===== config.mk =====
export PLATFORM = sky130hd
export DESIGN_NAME = sdfu_top
export DESIGN_NICKNAME = d
export VERILOG_FILES = /design/src/sdfu_pkg.sv /design/src/sdfu_osc_if.sv /design/src/sdfu_osc_gen.sv /design/src/sdfu_top.sv
export SDC_FILE = /design/constraint.sdc
export NUM_CORES = 1
export LEC_CHECK = 0
export BUFFER_PORTS_ARGS = -buffer_cell sky130_fd_sc_hd__buf_2
export CAP_MARGIN = 20
export CORE_ASPECT_RATIO = 1.5
export CORE_MARGIN = 2
export CORE_UTILIZATION = 50
export CTS_BUF_LIST = sky130_fd_sc_hd__clkbuf_4 sky130_fd_sc_hd__clkbuf_8
export CTS_CLUSTER_DIAMETER = 30
export DETAILED_ROUTE_END_ITERATION = 10
export MAX_ROUTING_LAYER = met4
export PLACE_DENSITY = 0.75
export SYNTH_ARGS = -nofsm -noshare
export SYNTH_HDL_FRONTEND = slang
export SYNTH_SLANG_ARGS = --single-unit

===== constraint.sdc =====
create_clock -name CLOCK_I -period 5.05 [get_ports CLOCK_I]
set_input_delay 0 -clock CLOCK_I [delete_from_list [all_inputs] [get_ports CLOCK_I]]
set_output_delay 0 -clock CLOCK_I [all_outputs]
set_load 0.01 [all_outputs]

===== src/sdfu_pkg.sv =====
package sdfu_pkg;

  // Register byte offsets on the AXI4-Lite bus
  localparam logic [7:0] SDFU_OFS_FLAG_PRIMARY = 8'h00;
  localparam logic [7:0] SDFU_OFS_OSC_ALTERNATE = 8'h04;
  localparam logic [7:0] SDFU_OFS_DETAIL_FS = 8'h08;
  localparam logic [7:0] SDFU_OFS_DETAIL_LW = 8'h0C;
  localparam logic [7:0] SDFU_OFS_LOAD_PCT = 8'h10;
  localparam logic [7:0] SDFU_OFS_OVR_TASK = 8'h14;
  localparam logic [7:0] SDFU_OFS_OVR_LATE = 8'h18;
  localparam logic [7:0] SDFU_OFS_MISSED = 8'h1C;
  localparam logic [7:0] SDFU_OFS_BUS_STATUS = 8'h20;
  localparam logic [7:0] SDFU_OFS_CONFIG = 8'h24;
  localparam logic [7:0] SDFU_OFS_CONTROL = 8'h28;
  localparam logic [7:0] SDFU_OFS_MODE = 8'h2C;

  // Field positions in the primary flag word
  localparam int SDFU_BIT_NET_IRQ = 9;
  localparam int SDFU_BIT_SUM_ERR = 10;
  localparam int SDFU_BIT_FATAL = 11;
  localparam int SDFU_BIT_WARN = 14;
  localparam int SDFU_BIT_FIRST_CYCLE = 15;
  // Oscillator set select bit in the configuration word
  localparam int SDFU_BIT_OSC_SEL = 15;
  localparam int SDFU_OSC_COUNT = 7;

  // Reset values
  localparam logic [15:0] SDFU_RST_CONFIG = 16'h0000;
  localparam logic [15:0] SDFU_RST_ZERO = 16'h0000;

  // Time base: 50 MHz clock, 16 Hz tick (half period of 8 Hz)
  localparam longint SDFU_CLK_HZ = 50000000;
  localparam longint SDFU_TICK_HZ = 16;
  localparam longint SDFU_TICK_CYCLES = SDFU_CLK_HZ / SDFU_TICK_HZ;
  // Tick divider per oscillator bit: half-period in 1/16 s ticks
  // bit0 2Hz, 1 1Hz, 2 0.5Hz, 3 1/64Hz, 4 1/8Hz, 5 4Hz, 6 8Hz
  localparam logic [9:0] SDFU_OSC_HALF [SDFU_OSC_COUNT] =
    '{10'h004, 10'h008, 10'h010, 10'h200, 10'h040, 10'h002, 10'h001};

  // AXI responses
  localparam logic [1:0] SDFU_RESP_OKAY = 2'h0;
  localparam logic [1:0] SDFU_RESP_SLVERR = 2'h2;

  // Program sequencer states
  typedef enum logic [2:0] {
    SDFU_ST_STOP = 3'b000,
    SDFU_ST_COLD = 3'b001,
    SDFU_ST_WARM = 3'b010,
    SDFU_ST_LOAD = 3'b011,
    SDFU_ST_RUN = 3'b100
  } sdfu_state_t;

endpackage : sdfu_pkg


===== src/sdfu_osc_if.sv =====
`timescale 1ns/1ns
// Oscillator bank link between top and divider
interface sdfu_osc_if;
  logic tick;
  logic [6:0] wave;
  modport gen (output tick, output wave);
  modport use_side (input tick, input wave);
endinterface : sdfu_osc_if


===== src/sdfu_osc_gen.sv =====
`timescale 1ns/1ns
// Common time base and phase-related oscillator flags
module sdfu_osc_gen
  import sdfu_pkg::*;
#(
  parameter longint TICK_CYCLES = SDFU_TICK_CYCLES
)
(
  // Clock and reset
  input wire logic CLOCK_I,
  input wire logic SYS_RST_I,
  // Oscillator outputs
  sdfu_osc_if.gen osc
);
  logic [31:0] pre;
  logic [9:0] ticks;
  logic [6:0] wave;
  logic tick;

  assign tick = (pre == 32'(TICK_CYCLES - 1));
  assign osc.tick = tick;
  assign osc.wave = wave;

  // Prescaler to a 16 Hz tick, then a shared tick counter
  always_ff @(posedge CLOCK_I)
  begin
    if (SYS_RST_I)
    begin
      pre <= '0;
      ticks <= '0;
    end
    else
    begin
      pre <= tick ? '0 : pre + 32'h1;
      if (tick)
        ticks <= ticks + 10'h1;
    end
  end

  // Each flag toggles when its half period wraps, so all stay phased
  genvar g;
  generate
    for (g = 0; g < SDFU_OSC_COUNT; g++)
    begin : g_osc
      always_ff @(posedge CLOCK_I)
      begin
        if (SYS_RST_I)
          wave[g] <= 1'b0;
        else if (tick && (((ticks + 10'h1) & (SDFU_OSC_HALF[g] - 10'h1)) == 10'h0))
          wave[g] <= ~wave[g];
      end
    end
  endgenerate

endmodule : sdfu_osc_gen


===== src/sdfu_top.sv =====
`timescale 1ns/1ns
module sdfu_top
  import sdfu_pkg::*;
#(
  parameter longint TICK_CYCLES = SDFU_TICK_CYCLES,
  parameter int OUT_WIDTH = 16
)
(
  // Clock and reset
  input wire logic CLOCK_I,
  input wire logic SYS_RST_I,
  // AXI4-Lite write address and data
  input wire logic [7:0] S_AXI_AWADDR_I,
  input wire logic S_AXI_AWVALID_I,
  output logic S_AXI_AWREADY_O,
  input wire logic [31:0] S_AXI_WDATA_I,
  input wire logic [3:0] S_AXI_WSTRB_I,
  input wire logic S_AXI_WVALID_I,
  output logic S_AXI_WREADY_O,
  output logic [1:0] S_AXI_BRESP_O,
  output logic S_AXI_BVALID_O,
  input wire logic S_AXI_BREADY_I,
  // AXI4-Lite read
  input wire logic [7:0] S_AXI_ARADDR_I,
  input wire logic S_AXI_ARVALID_I,
  output logic S_AXI_ARREADY_O,
  output logic [31:0] S_AXI_RDATA_O,
  output logic [1:0] S_AXI_RRESP_O,
  output logic S_AXI_RVALID_O,
  input wire logic S_AXI_RREADY_I,
  // System events
  input wire logic NET_IRQ_I,
  input wire logic [3:0] ERR_CLASS_I,
  input wire logic [7:0] ERR_DETAIL_FATAL_I,
  input wire logic [7:0] ERR_DETAIL_SERIOUS_I,
  input wire logic [7:0] ERR_DETAIL_LIGHT_I,
  input wire logic [7:0] ERR_DETAIL_WARN_I,
  input wire logic [15:0] LOAD_PCT_I,
  input wire logic OVERRUN_I,
  input wire logic [15:0] OVERRUN_TASK_I,
  input wire logic [15:0] OVERRUN_LATE_I,
  input wire logic MISSED_CALL_I,
  // Bus and board status
  input wire logic BUS_NO_ERR_I,
  input wire logic BUS_INCLUDED_I,
  input wire logic CLOCK_VALID_I,
  input wire logic BATTERY_I,
  input wire logic [7:0] BUS_MODULES_I,
  // Run switch and memory state
  input wire logic RUN_SWITCH_I,
  input wire logic STORED_PROGRAM_I,
  input wire logic ERASE_DONE_I,
  // Sequencer and process outputs
  output logic PROGRAM_RUN_O,
  output logic ERASE_ALL_O,
  output logic ERASE_UNRETAINED_O,
  output logic LOAD_DEFAULTS_O,
  output logic LOAD_PROGRAM_O,
  output logic BUS_REINIT_O,
  output logic REORGANISATION_IN_PROGRESS_O,
  output logic [OUT_WIDTH-1:0] PROCESS_OUT_O
);
  import sdfu_pkg::*;

  //////////////////////////////////////////////////////////////////////
  // Oscillator bank
  sdfu_osc_if osc ();

  sdfu_osc_gen #(
    .TICK_CYCLES(TICK_CYCLES)
  ) u_osc (
    .CLOCK_I(CLOCK_I),
    .SYS_RST_I(SYS_RST_I),
    .osc(osc)
  );

  //////////////////////////////////////////////////////////////////////
  // Registers
  logic [15:0] config_word;
  logic net_irq;
  logic first_cycle;
  logic [15:0] missed_count;
  logic [15:0] ovr_task;
  logic [15:0] ovr_late;
  logic [7:0] bus_max;
  logic reorganisation_in_progress;
  logic [OUT_WIDTH-1:0] out_word;
  logic program_loaded;
  sdfu_state_t state;
  sdfu_state_t next_state;

  // Oscillator set routing
  wire osc_sel = config_word[SDFU_BIT_OSC_SEL];
  wire [6:0] osc_primary = osc_sel ? 7'h00 : osc.wave;
  wire [6:0] osc_alt = osc_sel ? osc.wave : 7'h00;
  // Error summary
  wire sum_err = |ERR_CLASS_I;
  wire [15:0] flag_primary = {first_cycle, ERR_CLASS_I, sum_err, net_irq,
                              2'b00, osc_primary};
  wire [15:0] detail_fs = {ERR_DETAIL_SERIOUS_I, ERR_DETAIL_FATAL_I};
  wire [15:0] detail_lw = {ERR_DETAIL_WARN_I, ERR_DETAIL_LIGHT_I};
  wire [15:0] bus_status = {bus_max, 4'h0, BATTERY_I, CLOCK_VALID_I,
                            BUS_INCLUDED_I, BUS_NO_ERR_I};

  //////////////////////////////////////////////////////////////////////
  // AXI4-Lite write path: address and data accepted in either order
  logic aw_held;
  logic w_held;
  logic [7:0] aw_addr;
  logic [31:0] w_data;
  logic [3:0] w_strb;
  logic bvalid;
  logic [1:0] bresp;

  assign S_AXI_AWREADY_O = !aw_held && !bvalid;
  assign S_AXI_WREADY_O = !w_held && !bvalid;
  wire aw_fire = S_AXI_AWVALID_I && S_AXI_AWREADY_O;
  wire w_fire = S_AXI_WVALID_I && S_AXI_WREADY_O;
  wire wr_go = aw_held && w_held && !bvalid;
  wire wr_lo = wr_go && w_strb[0];
  wire wr_hi = wr_go && w_strb[1];
  wire wr_known = (aw_addr <= SDFU_OFS_MODE) && (aw_addr[1:0] == 2'b00);
  wire wr_prim = wr_go && (aw_addr == SDFU_OFS_FLAG_PRIMARY);
  wire wr_cfg = wr_go && (aw_addr == SDFU_OFS_CONFIG);
  wire wr_ctl = wr_go && (aw_addr == SDFU_OFS_CONTROL);
  wire wr_mode = wr_go && (aw_addr == SDFU_OFS_MODE) && wr_lo;
  assign S_AXI_BVALID_O = bvalid;
  assign S_AXI_BRESP_O = bresp;

  // Capture write address and data
  always_ff @(posedge CLOCK_I)
  begin
    if (SYS_RST_I)
    begin
      aw_held <= 1'b0;
      w_held <= 1'b0;
      aw_addr <= 8'h00;
      w_data <= 32'h0000_0000;
      w_strb <= 4'h0;
    end
    else
    begin
      if (aw_fire)
      begin
        aw_held <= 1'b1;
        aw_addr <= S_AXI_AWADDR_I;
      end
      if (w_fire)
      begin
        w_held <= 1'b1;
        w_data <= S_AXI_WDATA_I;
        w_strb <= S_AXI_WSTRB_I;
      end
      if (wr_go)
      begin
        aw_held <= 1'b0;
        w_held <= 1'b0;
      end
    end
  end

  // Write response
  always_ff @(posedge CLOCK_I)
  begin
    if (SYS_RST_I)
    begin
      bvalid <= 1'b0;
      bresp <= SDFU_RESP_OKAY;
    end
    else if (wr_go)
    begin
      bvalid <= 1'b1;
      bresp <= wr_known ? SDFU_RESP_OKAY : SDFU_RESP_SLVERR;
    end
    else if (S_AXI_BREADY_I)
      bvalid <= 1'b0;
  end

  //////////////////////////////////////////////////////////////////////
  // Software-visible flags and configuration
  wire start_pulse = (state != SDFU_ST_RUN) && (next_state == SDFU_ST_RUN);

  // Network interrupt: event set wins over a software clear
  always_ff @(posedge CLOCK_I)
  begin
    if (SYS_RST_I)
      net_irq <= 1'b0;
    else if (NET_IRQ_I)
      net_irq <= 1'b1;
    else if (wr_prim && wr_hi && !w_data[SDFU_BIT_NET_IRQ])
      net_irq <= 1'b0;
  end

  // First-cycle flag: cleared on every start, software may set it
  always_ff @(posedge CLOCK_I)
  begin
    if (SYS_RST_I)
      first_cycle <= 1'b0;
    else if (start_pulse)
      first_cycle <= 1'b0;
    else if (wr_prim && wr_hi)
      first_cycle <= w_data[SDFU_BIT_FIRST_CYCLE];
  end

  // Configuration word and online-change control
  always_ff @(posedge CLOCK_I)
  begin
    if (SYS_RST_I)
    begin
      config_word <= SDFU_RST_CONFIG;
      reorganisation_in_progress <= 1'b0;
    end
    else
    begin
      if (wr_cfg && wr_lo)
        config_word[7:0] <= w_data[7:0];
      if (wr_cfg && wr_hi)
        config_word[15:8] <= w_data[15:8];
      if (wr_ctl && wr_lo)
        reorganisation_in_progress <= w_data[0];
    end
  end

  //////////////////////////////////////////////////////////////////////
  // Task monitoring and bus module high-water mark
  always_ff @(posedge CLOCK_I)
  begin
    if (SYS_RST_I)
    begin
      missed_count <= SDFU_RST_ZERO;
      ovr_task <= SDFU_RST_ZERO;
      ovr_late <= SDFU_RST_ZERO;
      bus_max <= 8'h00;
    end
    else
    begin
      if (MISSED_CALL_I && missed_count != 16'hFFFF)
        missed_count <= missed_count + 16'h1;
      if (OVERRUN_I)
      begin
        ovr_task <= OVERRUN_TASK_I;
        ovr_late <= OVERRUN_LATE_I;
      end
      if (state == SDFU_ST_COLD || state == SDFU_ST_WARM)
        bus_max <= 8'h00;
      else if (BUS_MODULES_I > bus_max)
        bus_max <= BUS_MODULES_I;
    end
  end

  //////////////////////////////////////////////////////////////////////
  // Start sequencer: mode writes 1 = cold start, 2 = warm start
  wire cold_req = wr_mode && (w_data[1:0] == 2'h1);
  wire warm_req = wr_mode && (w_data[1:0] == 2'h2);

  always_comb
  begin
    next_state = state;
    case (state)
      SDFU_ST_STOP:
        if (cold_req)
          next_state = SDFU_ST_COLD;
        else if (warm_req)
          next_state = SDFU_ST_WARM;
        else if (RUN_SWITCH_I && program_loaded)
          next_state = SDFU_ST_RUN;
      SDFU_ST_COLD,
      SDFU_ST_WARM:
        if (ERASE_DONE_I)
          next_state = SDFU_ST_LOAD;
      SDFU_ST_LOAD:
        next_state = SDFU_ST_STOP;
      SDFU_ST_RUN:
        if (cold_req)
          next_state = SDFU_ST_COLD;
        else if (warm_req)
          next_state = SDFU_ST_WARM;
        else if (!RUN_SWITCH_I)
          next_state = SDFU_ST_STOP;
      default:
        next_state = SDFU_ST_STOP;
    endcase
  end

  // State and program presence
  always_ff @(posedge CLOCK_I)
  begin
    if (SYS_RST_I)
    begin
      state <= SDFU_ST_STOP;
      program_loaded <= 1'b0;
    end
    else
    begin
      state <= next_state;
      if (state == SDFU_ST_COLD || state == SDFU_ST_WARM)
        program_loaded <= 1'b0;
      else if (state == SDFU_ST_LOAD)
        program_loaded <= STORED_PROGRAM_I;
    end
  end

  // Process outputs: only driven while running
  always_ff @(posedge CLOCK_I)
  begin
    if (SYS_RST_I)
      out_word <= '0;
    else if (next_state != SDFU_ST_RUN)
      out_word <= '0;
    else if (wr_ctl && wr_hi)
      out_word <= w_data[16 +: OUT_WIDTH];
  end

  // Sequencer strobes
  assign PROGRAM_RUN_O = (state == SDFU_ST_RUN);
  assign ERASE_ALL_O = (state == SDFU_ST_COLD);
  assign ERASE_UNRETAINED_O = (state == SDFU_ST_WARM);
  assign LOAD_DEFAULTS_O = (state == SDFU_ST_LOAD) && !STORED_PROGRAM_I;
  assign LOAD_PROGRAM_O = (state == SDFU_ST_LOAD) && STORED_PROGRAM_I;
  assign BUS_REINIT_O = (state == SDFU_ST_LOAD);
  assign REORGANISATION_IN_PROGRESS_O = reorganisation_in_progress;
  assign PROCESS_OUT_O = out_word;

  //////////////////////////////////////////////////////////////////////
  // AXI4-Lite read path
  logic rvalid;
  logic [31:0] rdata;
  logic [1:0] rresp;
  logic [15:0] rd_mux;
  logic rd_ok;

  assign S_AXI_ARREADY_O = !rvalid;
  wire ar_fire = S_AXI_ARVALID_I && !rvalid;

  // Read selection
  always_comb
  begin
    rd_ok = 1'b1;
    case (S_AXI_ARADDR_I)
      SDFU_OFS_FLAG_PRIMARY: rd_mux = flag_primary;
      SDFU_OFS_OSC_ALTERNATE: rd_mux = {9'h000, osc_alt};
      SDFU_OFS_DETAIL_FS: rd_mux = detail_fs;
      SDFU_OFS_DETAIL_LW: rd_mux = detail_lw;
      SDFU_OFS_LOAD_PCT: rd_mux = LOAD_PCT_I;
      SDFU_OFS_OVR_TASK: rd_mux = ovr_task;
      SDFU_OFS_OVR_LATE: rd_mux = ovr_late;
      SDFU_OFS_MISSED: rd_mux = missed_count;
      SDFU_OFS_BUS_STATUS: rd_mux = bus_status;
      SDFU_OFS_CONFIG: rd_mux = config_word;
      SDFU_OFS_CONTROL: rd_mux = {15'h0000, reorganisation_in_progress};
      SDFU_OFS_MODE: rd_mux = {13'h0000, state};
      default:
      begin
        rd_mux = 16'h0000;
        rd_ok = 1'b0;
      end
    endcase
  end

  // Read data register
  always_ff @(posedge CLOCK_I)
  begin
    if (SYS_RST_I)
    begin
      rvalid <= 1'b0;
      rdata <= 32'h0000_0000;
      rresp <= SDFU_RESP_OKAY;
    end
    else if (ar_fire)
    begin
      rvalid <= 1'b1;
      rdata <= {16'h0000, rd_mux};
      rresp <= rd_ok ? SDFU_RESP_OKAY : SDFU_RESP_SLVERR;
    end
    else if (S_AXI_RREADY_I)
      rvalid <= 1'b0;
  end

  assign S_AXI_RVALID_O = rvalid;
  assign S_AXI_RDATA_O = rdata;
  assign S_AXI_RRESP_O = rresp;

endmodule : sdfu_top


### Word level (Yosys, flattened, before mapping)

Index checks and enable logic that the tools add are counted.

| storage, ports and cells | value |
|---|---|
| register bits | 210 |
| logic and storage cells | 150 |

| cells by class | value |
|---|---|
| $add $sub $neg | 3 |
| reduce and logical (&&, ||, !) cells | 62 |
| equality and inequality tests | 25 |
| mux-type cells | 20 |
| magnitude comparators | 2 |
| bitwise logic cells | 7 |

Operators by type and width:

| kind | count |
|---|---|
| $pmux W16 S12 | 1 |
| $logic_not A10 Y1 | 6 |
| $eq A8 B6 Y1 const B | 7 |
| $logic_and A1 B1 Y1 | 34 |
| $add A32 B1 Y32 const B | 1 |
| $eq A32 B22 Y1 const B | 1 |
| $eq A8 B5 Y1 const B | 4 |
| $mux W3 | 7 |
| $add A16 B1 Y16 const B | 1 |
| $eq A8 B4 Y1 const B | 2 |
| $logic_not A8 Y1 | 2 |
| $ne A16 B16 Y1 const B | 1 |
| $mux W7 | 2 |
| $reduce_or A12 Y1 | 1 |
| $reduce_or A2 Y1 | 6 |
| $add A10 B1 Y10 const B | 1 |
| $pmux W3 S3 | 1 |
| $eq A8 B3 Y1 const B | 1 |
| $gt A8 B8 Y1 | 1 |
| $le A8 B6 Y1 const B | 1 |
| $mux W1 | 7 |
| $not A1 Y1 | 7 |
| $eq A3 B2 Y1 const B | 2 |
| $eq A3 B3 Y1 const B | 2 |
| other kinds (11) | 20 |

### Logic depth before layout (Yosys ltp)

Gate-level depths: netlist of the first run.

| depth | value |
|---|---|
| depth after elaboration | 11 |
| depth in mapped cells | 7 |

### Hierarchy

Synthesis of the first run repeated with hierarchy kept, for this count alone.

| unflattened totals | value |
|---|---|
| cell total of the unflattened synthesis | 1210 |
| area, all modules | 10238.6 µm² |

Modules (own cells, without submodules):

| module | cells each | area an instance (µm²) | instances | seq. area each (µm²) |
|---|---|---|---|---|
| sdfu_top | 938 | 7928.9 | 1 | 3183.1 |
| sdfu_osc_gen | 272 | 2309.7 | 1 | 960.9 |

### Worst setup path after synthesis of the first run

OpenSTA, ideal clock, no wires.

| timing path | value |
|---|---|
| path kind | flip-flop to flip-flop |
| from | register u_osc.pre[27] |
| to | register u_osc.wave[3] (netlist: u_osc.osc.wave[3]) |
| arrival | 2432 ps |
| stages on the path, launching flop included | 6 |
| setup slack | 2497 ps |
| period minus slack after synthesis | 2553 ps |
| setup time | 121 ps |
| path buffers | 0 |
| path through | dfxtp_1 or4_1 or4_4 or3_4 a2111oi_0 mux2_2 |

| between the ends | value |
|---|---|
| word-level cells in the longest chain between the ends | 2 |

Ends and longest elaborated chain:

| item | RTL line | source |
|---|---|---|
| from (decl) | sdfu_osc_gen.sv:15 | `logic [31:0] pre;` |
| from (signal assigned) | sdfu_osc_gen.sv:34 | `pre <= tick ? '0 : pre + 32'h1;` |
| $eq A32 B22 Y1 | sdfu_osc_gen.sv:20 | `assign tick = (pre == 32'(TICK_CYCLES - 1));` |
| $logic_and A1 B1 Y1 | sdfu_osc_gen.sv:49 | `else if (tick && (((ticks + 10'h1) & (SDFU_OSC_HALF[g] - 10'h1)) == 10'h0))` |
| to (signal, indexed assignment) | sdfu_osc_gen.sv:50 | `wave[g] <= ~wave[g];` |
| to (decl) | sdfu_osc_gen.sv:17 | `logic [6:0] wave;` |

Every way passes these cells.
A chain may end at the register's enable or synchronous reset.

### Worst setup path in the final report of the first run

| timing path | value |
|---|---|
| from | register u_osc.pre[4] |
| to | register u_osc.pre[22] |

| between the ends | value |
|---|---|
| word-level cells in the longest chain between the ends | 2 |

Ends and longest elaborated chain:

| item |
|---|
| branches (longest 2 deep; another with $add A32 B1 Y32) |

Parallel ways; which one is timed is not known.

==> results.yml, run 1 <==
clock_network:
  clk_pin_slew_ns: 0.06
  clockBufferDepth: 3
  worstSkewPairLatency_ns: 0.55
  clock_sinks: 207
  cts_buffers: 37
  cts_resized: 0
  postCtsSetupBuffers: 0
  h-tree-depth: 2
  cts_tree: "done"
  cts_root_buf: "clkbuf_8"
routing:
  wire_per_inst_um: 17.3
  viasPerCell: 5.60
  first_iter_violations: 717
  dr.pass1.iters: 5
  wirelength_um: 29900
  route.detailed.drc: 0
  final_antenna_net_count: 0
  vias: 9664
logic_synthesis:
  yosysWarnings: 0
  ys.flop_type: "dfxtp_1"
  synth_cell_types: 61
  async_reset_ff_share_pct: 0
  synth.avg_cell_area_um2: 8.62
  ys_ff_latch: 207
  yosysSeqAreaShare_pct: 42.8
  syn_area_um2: 9680
  syn-instance-count: 1123
  synth_edf_count: 0
die:
  die_w_um: 118
  rows: 62
  core_um2: 19100
  start_util_pct: 50.7
  die_area_um2: 20500
  fp.dieH_um: 174
  ios: 225
timing:
  min_period_ns: 2.80
  tns_ns: 0
  setup_viol: 0
  skew_ns: 0.0366
  timing.fmax_mhz: 357
  slew_headroom_pct: 26.0
  slew_violations: 0
  tightestPinTransition_ns: 1.11
  hold_viol: 0
  fin_crit_sh_pct: 55.4
  grt_setup_unrepaired: "no"
critical_path:
  r2r-end: "u_osc.pre[22]$_SDFF_PP0_"
  worstReg2RegStart: "u_osc.pre[4]$_SDFF_PP0_"
  path_cells: "or4_1 > or4_4 > or3_4 > nand2b_1 > buf_8 > nor2_1"
  required_ns: 5.46
  criticalPathCategory: "reg -> reg"
  r2r_slack_ns: 2.25
  startpoint_type: "register"
  critPathArrivalTime_ns: 3.20
  cp_slowest_cell: "or4_4"
  worst-path-max-fanout: 22
  reg2reg_depth: 6
  crit_path_max_incr_delay_ns: 0.53
  cp-end-kind: "register"
final_layout:
  num-fill-cells: 1474
  num-nets-final: 1614
  finish.utilization_pct: 68.0
  syn2layout_area_growth_pct: 34.0
  drive_gt1_share_pct: 21.6
  final_cell_mix: "207 x dfxtp_1, 203 x buf_2, 160 x nand2_1"
  final_common_cell: "dfxtp_1"
power_and_ir_drop:
  peakVddDrop_v: 0.000330
  power_density_nw_per_um2: 304
  power_leakage_uw: 0.00530
status:
  status: "finished clean"
worst_hold_path:
  hp-class: "in -> reg"
  min_from: "BUS_NO_ERR_I"
  holdPathEnd: "S_AXI_RDATA_O[0]$_SDFFE_PP0P_"
  whs_path_depth: 5
grt:
  grt_pass1_wl_um: 47100
  grt_pass1_vias: 9520
  grt_antenna_before_repair: 2
  globalRouteOverflowTotal: 0
  grt_use_total_pct: 29.1
  grt_start_max_net_pins: 88
run:
  cap_violations: 0
placed_design:
  hpwl_um: 19700
  numPortBuffers: 204
  place_congestion: 0.951
Yosys cell counts, drive strengths merged, types with 16 or more instances:
library cell	count	area, um2
nor3	20	110
dfxtp	207	4140
o21ai	31	155
mux2i	84	841
nor2	141	529
a22oi	20	150
xor2	31	272
nand2	160	601
nand4	20	125
nand3	27	135
inv	18	67.6
buf	33	200
a21oi	77	385
clkbuf	48	180
and3	16	100
how the worst max path moves through the flow:
stage                                         from                             end  slack (ns)  depth (start not counted)
after floorplan           u_osc.pre[27]$_SDFF_PP0_  u_osc.osc.wave[3]$_SDFFE_PP0P_        2.50                          5
after global placement    u_osc.pre[27]$_SDFF_PP0_        u_osc.pre[20]$_SDFF_PP0_        2.08                          5
after detailed placement  u_osc.pre[27]$_SDFF_PP0_         u_osc.pre[4]$_SDFF_PP0_        2.02                          5
after CTS                  u_osc.pre[4]$_SDFF_PP0_        u_osc.pre[23]$_SDFF_PP0_        1.98                          5
after global routing       u_osc.pre[4]$_SDFF_PP0_        u_osc.pre[22]$_SDFF_PP0_        2.12                          6
final                      u_osc.pre[4]$_SDFF_PP0_        u_osc.pre[22]$_SDFF_PP0_        2.25                          6
per-layer routing:
metal	global-route usage, %	vias up	share of wire [%]
met4	17.0	0	5.6
met2	52.1	413	52
met5	-	-	0
li1	-	4589	-
met3	4.95	116	5.9
met1	29.8	4546	37
cells by family after synthesis:
group | synth area share, %
flip-flops | 42.8
adder cells (fa/ha/maj) | 1.55
multiplexers | 11.8
other | 0.0388
buffers and inverters | 4.63
AND/OR/NAND/NOR | 22.0
AO/OA/AOI/OAI | 13.4
XOR/XNOR | 3.71
cell type report:
class | instances | area (um2) | share of cell area (%)
clock inverters | 15 | 208 | 1.60
multi-input cells | 834 | 5190 | 40.0
diodes | 3 | 7.51 | 0.0579
inverters | 18 | 67.6 | 0.521
clock buffers | 49 | 643 | 4.96
repair buffers | 343 | 2390 | 18.4
flip-flops and latches | 207 | 4140 | 32.0
well taps | 256 | 320 | 2.47
worst max-delay path, delay by kind of cell (launching register included):
| kind | cells | cell delay [ns] |
|---|---|---|
| buffers and inverters | 1 | 0.24 |
| flip-flops | 1 | 0.35 |
| AND/OR/NAND/NOR | 5 | 2.04 |
through the flow:
stage | std cells | total power (uW) | area (um2) | setup slack, ns | hold WS [ns]
after floorplan | 1140 | 1970 | 9740 | 2.50 | 0.0464
after global placement | 1530 | 2100 | 10800 | 2.08 | 0.184
after detailed placement | 1530 | 2110 | 10800 | 2.02 | 0.189
after CTS | 1719 | 3950 | 12900 | 1.98 | 0.00165
after global routing | 1725 | 4080 | 13000 | 2.12 | 0.0602
final | 1725 | 3940 | 13000 | 2.25 | 0.0149
state kept, by name (all words and copies together) (netlist names), 2 cells and up:
register,count
ovr_task,16
PROCESS_OUT_O,16
u_osc.osc.wave,7
w_strb,2
w_data,32
aw_addr,8
ovr_late,16
bus_max,8
state,3
S_AXI_RDATA_O,16
config_word,16
missed_count,16
u_osc.ticks,9
u_osc.pre,32
repair_timing:
| item | 4_1_cts | 5_1_grt |
|---|---|---|
| hold buffers | 125 | 0 |
| setup endpoints to repair | 0 | 0 |
| endpoints found under the hold margin | 103 | 0 |
report_power, final:
part	internal [uW]	total, uW	switching, uW
Combinational	211	437	226
Clock	1050	1780	725
Sequential	1690	1730	39.3
(Power assumes the default switching activity.)
==> run 2: changes to the inputs <==
--- a/config.mk
+++ b/config.mk
@@ -14,7 +14,7 @@
 export CTS_CLUSTER_DIAMETER = 30
 export DETAILED_ROUTE_END_ITERATION = 10
 export MAX_ROUTING_LAYER = met4
-export PLACE_DENSITY = 0.75
+export PLACE_DENSITY = 0.78
 export SYNTH_ARGS = -nofsm -noshare
 export SYNTH_HDL_FRONTEND = slang
 export SYNTH_SLANG_ARGS = --single-unit
==> constraint.sdc (replaced) <==
create_clock -name CLOCK_I -period 2.3 [get_ports CLOCK_I]
set_input_delay 0 -clock CLOCK_I [delete_from_list [all_inputs] [get_ports CLOCK_I]]
set_output_delay 0 -clock CLOCK_I [all_outputs]
set_load 0.01 [all_outputs]
==> run 2 against run 1 <==
Against the previous run: power increased by 120%; the flow now finishes with violations (negative setup slack); clock power increased by 110%; die area unchanged; highest routed layer unchanged.
==> results.yml, run 2 (synthesized netlist as in run 1, its figures left out) <==
status:
  status: "finished, violations left"
  violations: "negative setup slack"
placed_design:
  hpwl_um: 20700
  numPortBuffers: 204
  place_congestion: 0.903
die:
  ios: 225
  core_um2: 19100
  start_util_pct: 50.7
  die_w_um: 118
  fp.dieH_um: 174
  die_area_um2: 20500
  rows: 62
timing:
  tightestPinTransition_ns: 0.988
  setup_viol: 46
  tns_ns: -6.01
  setup_ws_ns: -0.256
  slew_violations: 0
  grt_setup_unrepaired: "yes"
  timing.fmax_mhz: 391
  fin_crit_sh_pct: 111
  slew_headroom_pct: 34.1
  skew_ns: 0.0330
  hold_viol: 0
  min_period_ns: 2.56
final_layout:
  drive_gt1_share_pct: 25.0
  final_cell_mix: "205 x dfxtp_1, 203 x buf_2, 160 x nand2_1"
  final_common_cell: "dfxtp_1"
  num-nets-final: 1672
  syn2layout_area_growth_pct: 40.5
  reg_top3: "u_osc.pre: 32 flops, w_data: 32 flops"
  num-fill-cells: 1342
critical_path:
  required_ns: 2.77
  startpoint_type: "register"
  criticalPathCategory: "reg -> reg"
  worst-path-max-fanout: 10
  cp-end-kind: "register"
  critPathArrivalTime_ns: 3.03
clock_network:
  cts_buffers: 37
  worstSkewPairLatency_ns: 0.55
  clockBufferDepth: 3
  clock_sinks: 207
  cts_tree: "done"
  clk_pin_slew_ns: 0.07
  h-tree-depth: 2
  cts_root_buf: "clkbuf_8"
routing:
  final_antenna_net_count: 0
  wire_per_inst_um: 19.4
  viasPerCell: 5.91
  wirelength_um: 34600
  first_iter_violations: 962
  vias: 10545
  dr.pass1.iters: 8
  route.detailed.drc: 0
power_and_ir_drop:
  peakVddDrop_v: 0.000597
  power_uw: 8680
  power_density_nw_per_um2: 638
  power_leakage_uw: 0.00568
grt:
  globalRouteOverflowTotal: 0
  grt_antenna_before_repair: 1
  use_met1_pct: 32.9
  grt_pass1_wl_um: 52800
  grtUsageMet2_pct: 58.3
  grt_use_total_pct: 32.9
  grt_pass1_vias: 10474
  top_usage_layer: "met2"
  grt.met3_usage_pct: 6.23
  grt_start_max_net_pins: 48
worst_hold_path:
  hp-class: "in -> reg"
run:
  cap_violations: 0
==> run 2: worst paths after layout <==
path,startpoint,to,slack [ns],cells past startpoint
setup reg to reg,u_osc.pre[6]$_SDFF_PP0_,u_osc.ticks[3]$_SDFFE_PP0P_,-0.26,6
hold / removal,ERR_DETAIL_FATAL_I[0],S_AXI_RDATA_O[0]$_SDFFE_PP0P_,0.02,4
hold reg to reg,w_data[20]$_SDFFE_PP0P_,w_data[20]$_SDFFE_PP0P_,0.46,2
setup / recovery,u_osc.pre[6]$_SDFF_PP0_,u_osc.ticks[3]$_SDFFE_PP0P_,-0.26,6
==> run 2: metal layers <==
| metal | routed length, um | part of all wire, % |
|---|---|---|
| met1 | 11700 | 34 |
| met2 | 17500 | 51 |
| met3 | 2580 | 7.5 |
| met4 | 2770 | 8.0 |
| met5 | 0 | 0 |
==> run 2: metrics by stage <==
stage | area (um2) | util (%) | cells | setup slack [ns] | hold slack (ns)
2_1_floorplan | 9750 | - | 1140 | -0.191 | 0.0464
3_3_place_gp | 11200 | 58.5 | 1570 | -0.229 | 0.186
3_5_place_dp | 11200 | 58.5 | 1571 | -0.263 | 0.200
4_1_cts | 13500 | 70.5 | 1780 | -0.229 | 0.0131
5_1_grt | 13600 | 71.3 | 1785 | -0.314 | 0.0417
6_report | 13600 | 71.3 | 1785 | -0.256 | 0.0247
==> run 2: worst max-delay path: stages (launching register included) <==
cell     delay [ns]
dfxtp_1        0.31
or4_4          0.53
or4_4          0.57
or3_4          0.41
buf_6          0.16
or3_1          0.36
a21oi_1        0.16
==> run 2: layout make-up <==
type	count	area, um2	share of cell area (%)
tap	256	320	2.36
timing repair buffer	400	2920	21.5
inverter	18	67.6	0.497
multi-input combinational	835	5310	39.0
antenna	1	2.50	0.0184
sequential	207	4150	30.5
clock buffer	52	678	4.99
clock inverter	16	151	1.11
==> run 2: repair_timing <==
action,in CTS,in global routing
hold endpoints to repair,112,0
cloned,1,3
pin swaps,8,3
endpoints found under the setup margin,43,72
gates resized for setup,11,18
hold buffers,138,0
setup buffers,2,1
==> run 2: power by group <==
part / switching [uW] / internal (uW) / total, uW
sequential: 103 / 3710 / 3810
clock: 1620 / 2160 / 3780
combinational: 553 / 527 / 1080
total: 2280 / 6400 / 8680
==> run 3: changes to the inputs <==
--- a/config.mk
+++ b/config.mk
@@ -18,3 +18,4 @@
 export SYNTH_ARGS = -nofsm -noshare
 export SYNTH_HDL_FRONTEND = slang
 export SYNTH_SLANG_ARGS = --single-unit
+export TNS_END_PERCENT = 20
==> run 3 against run 2 <==
Against the previous run: the flow still finishes with violations (negative setup slack); worst hold slack worse by 0.014 ns; routed wire length is 1.1% lower; count of clock-buffer cells in the layout is 2 higher; via count is 0.59% lower; core utilization is 1.4 points higher; sequential power hardly changed; sequential share of layout area is 0.58 points lower; global-route usage is 0.72 points lower; flip-flop and latch count stayed put; critical endpoint is now u_osc.osc.wave[4]$_SDFFE_PP0P_; largest power group is now the clock network.
==> results.yml, run 3 (synthesized netlist as in run 1, its figures left out) <==
status:
  status: "finished, violations left"
  violations: "negative setup slack"
worst_hold_path:
  holdPathEnd: "ovr_late[0]$_SDFFE_PP0P_"
  hp-class: "in -> reg"
  min_from: "OVERRUN_I"
  whs_path_depth: 4
die:
  die_w_um: 118
  core_um2: 19100
  rows: 62
  ios: 225
  fp.dieH_um: 174
  start_util_pct: 50.7
  die_area_um2: 20500
power_and_ir_drop:
  swShare_pct: 25.9
  p_int_uw: 6560
  p_clk_share_pct: 44.6
  power_density_nw_per_um2: 638
  power_leakage_uw: 0.00576
  combPwrFrac_pct: 12.4
  switching_power_uw: 2290
  peakVddDrop_v: 0.000561
  pwr-share-seq_pct: 43.0
critical_path:
  startpoint_type: "register"
  r2r-end: "u_osc.osc.wave[4]$_SDFFE_PP0P_"
  worst-path-max-fanout: 6
  cp-end-kind: "register"
  critPathArrivalTime_ns: 3.11
  criticalPathCategory: "reg -> reg"
  worstReg2RegStart: "u_osc.pre[27]$_SDFF_PP0_"
  reg2reg_depth: 5
  required_ns: 2.78
  r2r_slack_ns: -0.33
grt:
  grt_antenna_before_repair: 2
  grt_pass1_wl_um: 51900
  grt_use_total_pct: 32.2
  grt_pass1_vias: 10424
  grt_start_max_net_pins: 79
  globalRouteOverflowTotal: 0
placed_design:
  placed_area_um2: 11200
  place_congestion: 0.943
  hpwl_um: 20700
  numPortBuffers: 204
timing:
  slew_headroom_pct: 54.4
  timing.fmax_mhz: 380
  hold_slack_ns: 0.0109
  setup_ws_ns: -0.335
  setup_viol: 45
  grt_setup_unrepaired: "yes"
  tns_ns: -7.87
  skew_ns: 0.0375
  fin_crit_sh_pct: 115
  slew_violations: 0
  min_period_ns: 2.63
  tightestPinTransition_ns: 0.676
  hold_viol: 0
routing:
  dr.pass1.iters: 6
  first_iter_violations: 974
  viasPerCell: 5.82
  route.detailed.drc: 0
  wirelength_um: 34200
  wire_per_inst_um: 19.0
  vias: 10483
  final_antenna_net_count: 0
final_layout:
  drive_gt1_share_pct: 25.3
  reg_top3: "u_osc.pre: 32 flops, w_data: 32 flops"
  num-nets-final: 1688
  design_area_um2: 13900
  syn2layout_area_growth_pct: 43.2
  final_cell_mix: "206 x dfxtp_1, 203 x buf_2, 160 x nand2_1"
  final_common_cell: "dfxtp_1"
clock_network:
  cts_buffers: 37
  clockBufferDepth: 3
  worstSkewPairLatency_ns: 0.57
  h-tree-depth: 2
  cts_root_buf: "clkbuf_8"
  clock_sinks: 207
  cts_tree: "done"
  clk_pin_slew_ns: 0.06
run:
  cap_violations: 0
[run 3: changes by cell type in the layout (fill, tap and decap cells not counted), sizes merged, moves of 2 or more]
| cell | before | now |
|---|---|---|
| dlygate4sd3 | 138 | 153 |
| clkbuf | 54 | 56 |
| clkinv | 10 | 7 |
| clkinvlp | 3 | 1 |
[run 3: cell type report]
| type | instances | area [um2] |
|---|---|---|
| Sequential cell | 207 | 4150 |
| Clock buffer | 54 | 687 |
| Timing Repair Buffer | 416 | 3110 |
| Fill cell | 1294 | 5220 |
| Multi-Input combinational cell | 835 | 5350 |
| Tap cell | 256 | 320 |
| Antenna cell | 2 | 5.00 |
| Inverter | 18 | 67.6 |
| Clock inverter | 13 | 171 |
[run 3: worst max-delay path by stage]
stage	startpoint	to
2_1_floorplan	u_osc.pre[27]$_SDFF_PP0_	u_osc.osc.wave[4]$_SDFFE_PP0P_
3_3_place_gp	u_osc.pre[27]$_SDFF_PP0_	u_osc.osc.wave[3]$_SDFFE_PP0P_
3_5_place_dp	u_osc.pre[27]$_SDFF_PP0_	u_osc.osc.wave[3]$_SDFFE_PP0P_
4_1_cts	u_osc.pre[27]$_SDFF_PP0_	u_osc.osc.wave[3]$_SDFFE_PP0P_
5_1_grt	u_osc.pre[27]$_SDFF_PP0_	u_osc.osc.wave[4]$_SDFFE_PP0P_
6_report	u_osc.pre[27]$_SDFF_PP0_	u_osc.osc.wave[4]$_SDFFE_PP0P_
[run 3: power by group through the flow]
| stage | Clock [uW] | Combinational, uW | Sequential, uW |
|---|---|---|---|
| 2_1_floorplan | 0 | 490 | 3850 |
| 3_3_place_gp | 0 | 787 | 3860 |
| 3_5_place_dp | 0 | 800 | 3870 |
| 4_1_cts | 3930 | 1020 | 3790 |
| 5_1_grt | 4140 | 1170 | 3810 |
| 6_report | 3940 | 1100 | 3800 |
[run 3: critical path, cell delays in order (launching register included)]
cell     delay [ns]
dfxtp_2        0.33
or4_4          0.53
or4_4          0.57
or3_4          0.42
or4_1          0.53
a21oi_2        0.18
[run 3: what timing repair did]
action                                  CTS  global route
gates cloned                              1             3
hold buffers                            153             0
endpoints found under the setup margin   44            87
gates resized for setup                   7            32
pin swaps                                 4             7
buffers inserted                          2             1
hold endpoints to repair                117             0
[run 3: through the flow]
step | total power, uW | setup WS [ns] | utilization (%) | cells
6_report | 8840 | -0.335 | 72.6 | 1801
4_1_cts | 8740 | -0.284 | 71.5 | 1794
3_3_place_gp | 4650 | -0.225 | 58.7 | 1571
5_1_grt | 9120 | -0.393 | 72.6 | 1801
2_1_floorplan | 4340 | -0.192 | - | 1140
3_5_place_dp | 4670 | -0.285 | 58.7 | 1571
[run 3: layer usage]
layer / part of all wire (%) / GRT usage, % / up-vias / wire length [um]
met5: 0 / - / - / 0
met4: 7.5 / 20.4 / 0 / 2570
met3: 7.2 / 5.28 / 207 / 2460
met2: 51 / 57.4 / 612 / 17500
met1: 34 / 32.5 / 4912 / 11700
li1: - / - / 4752 / -
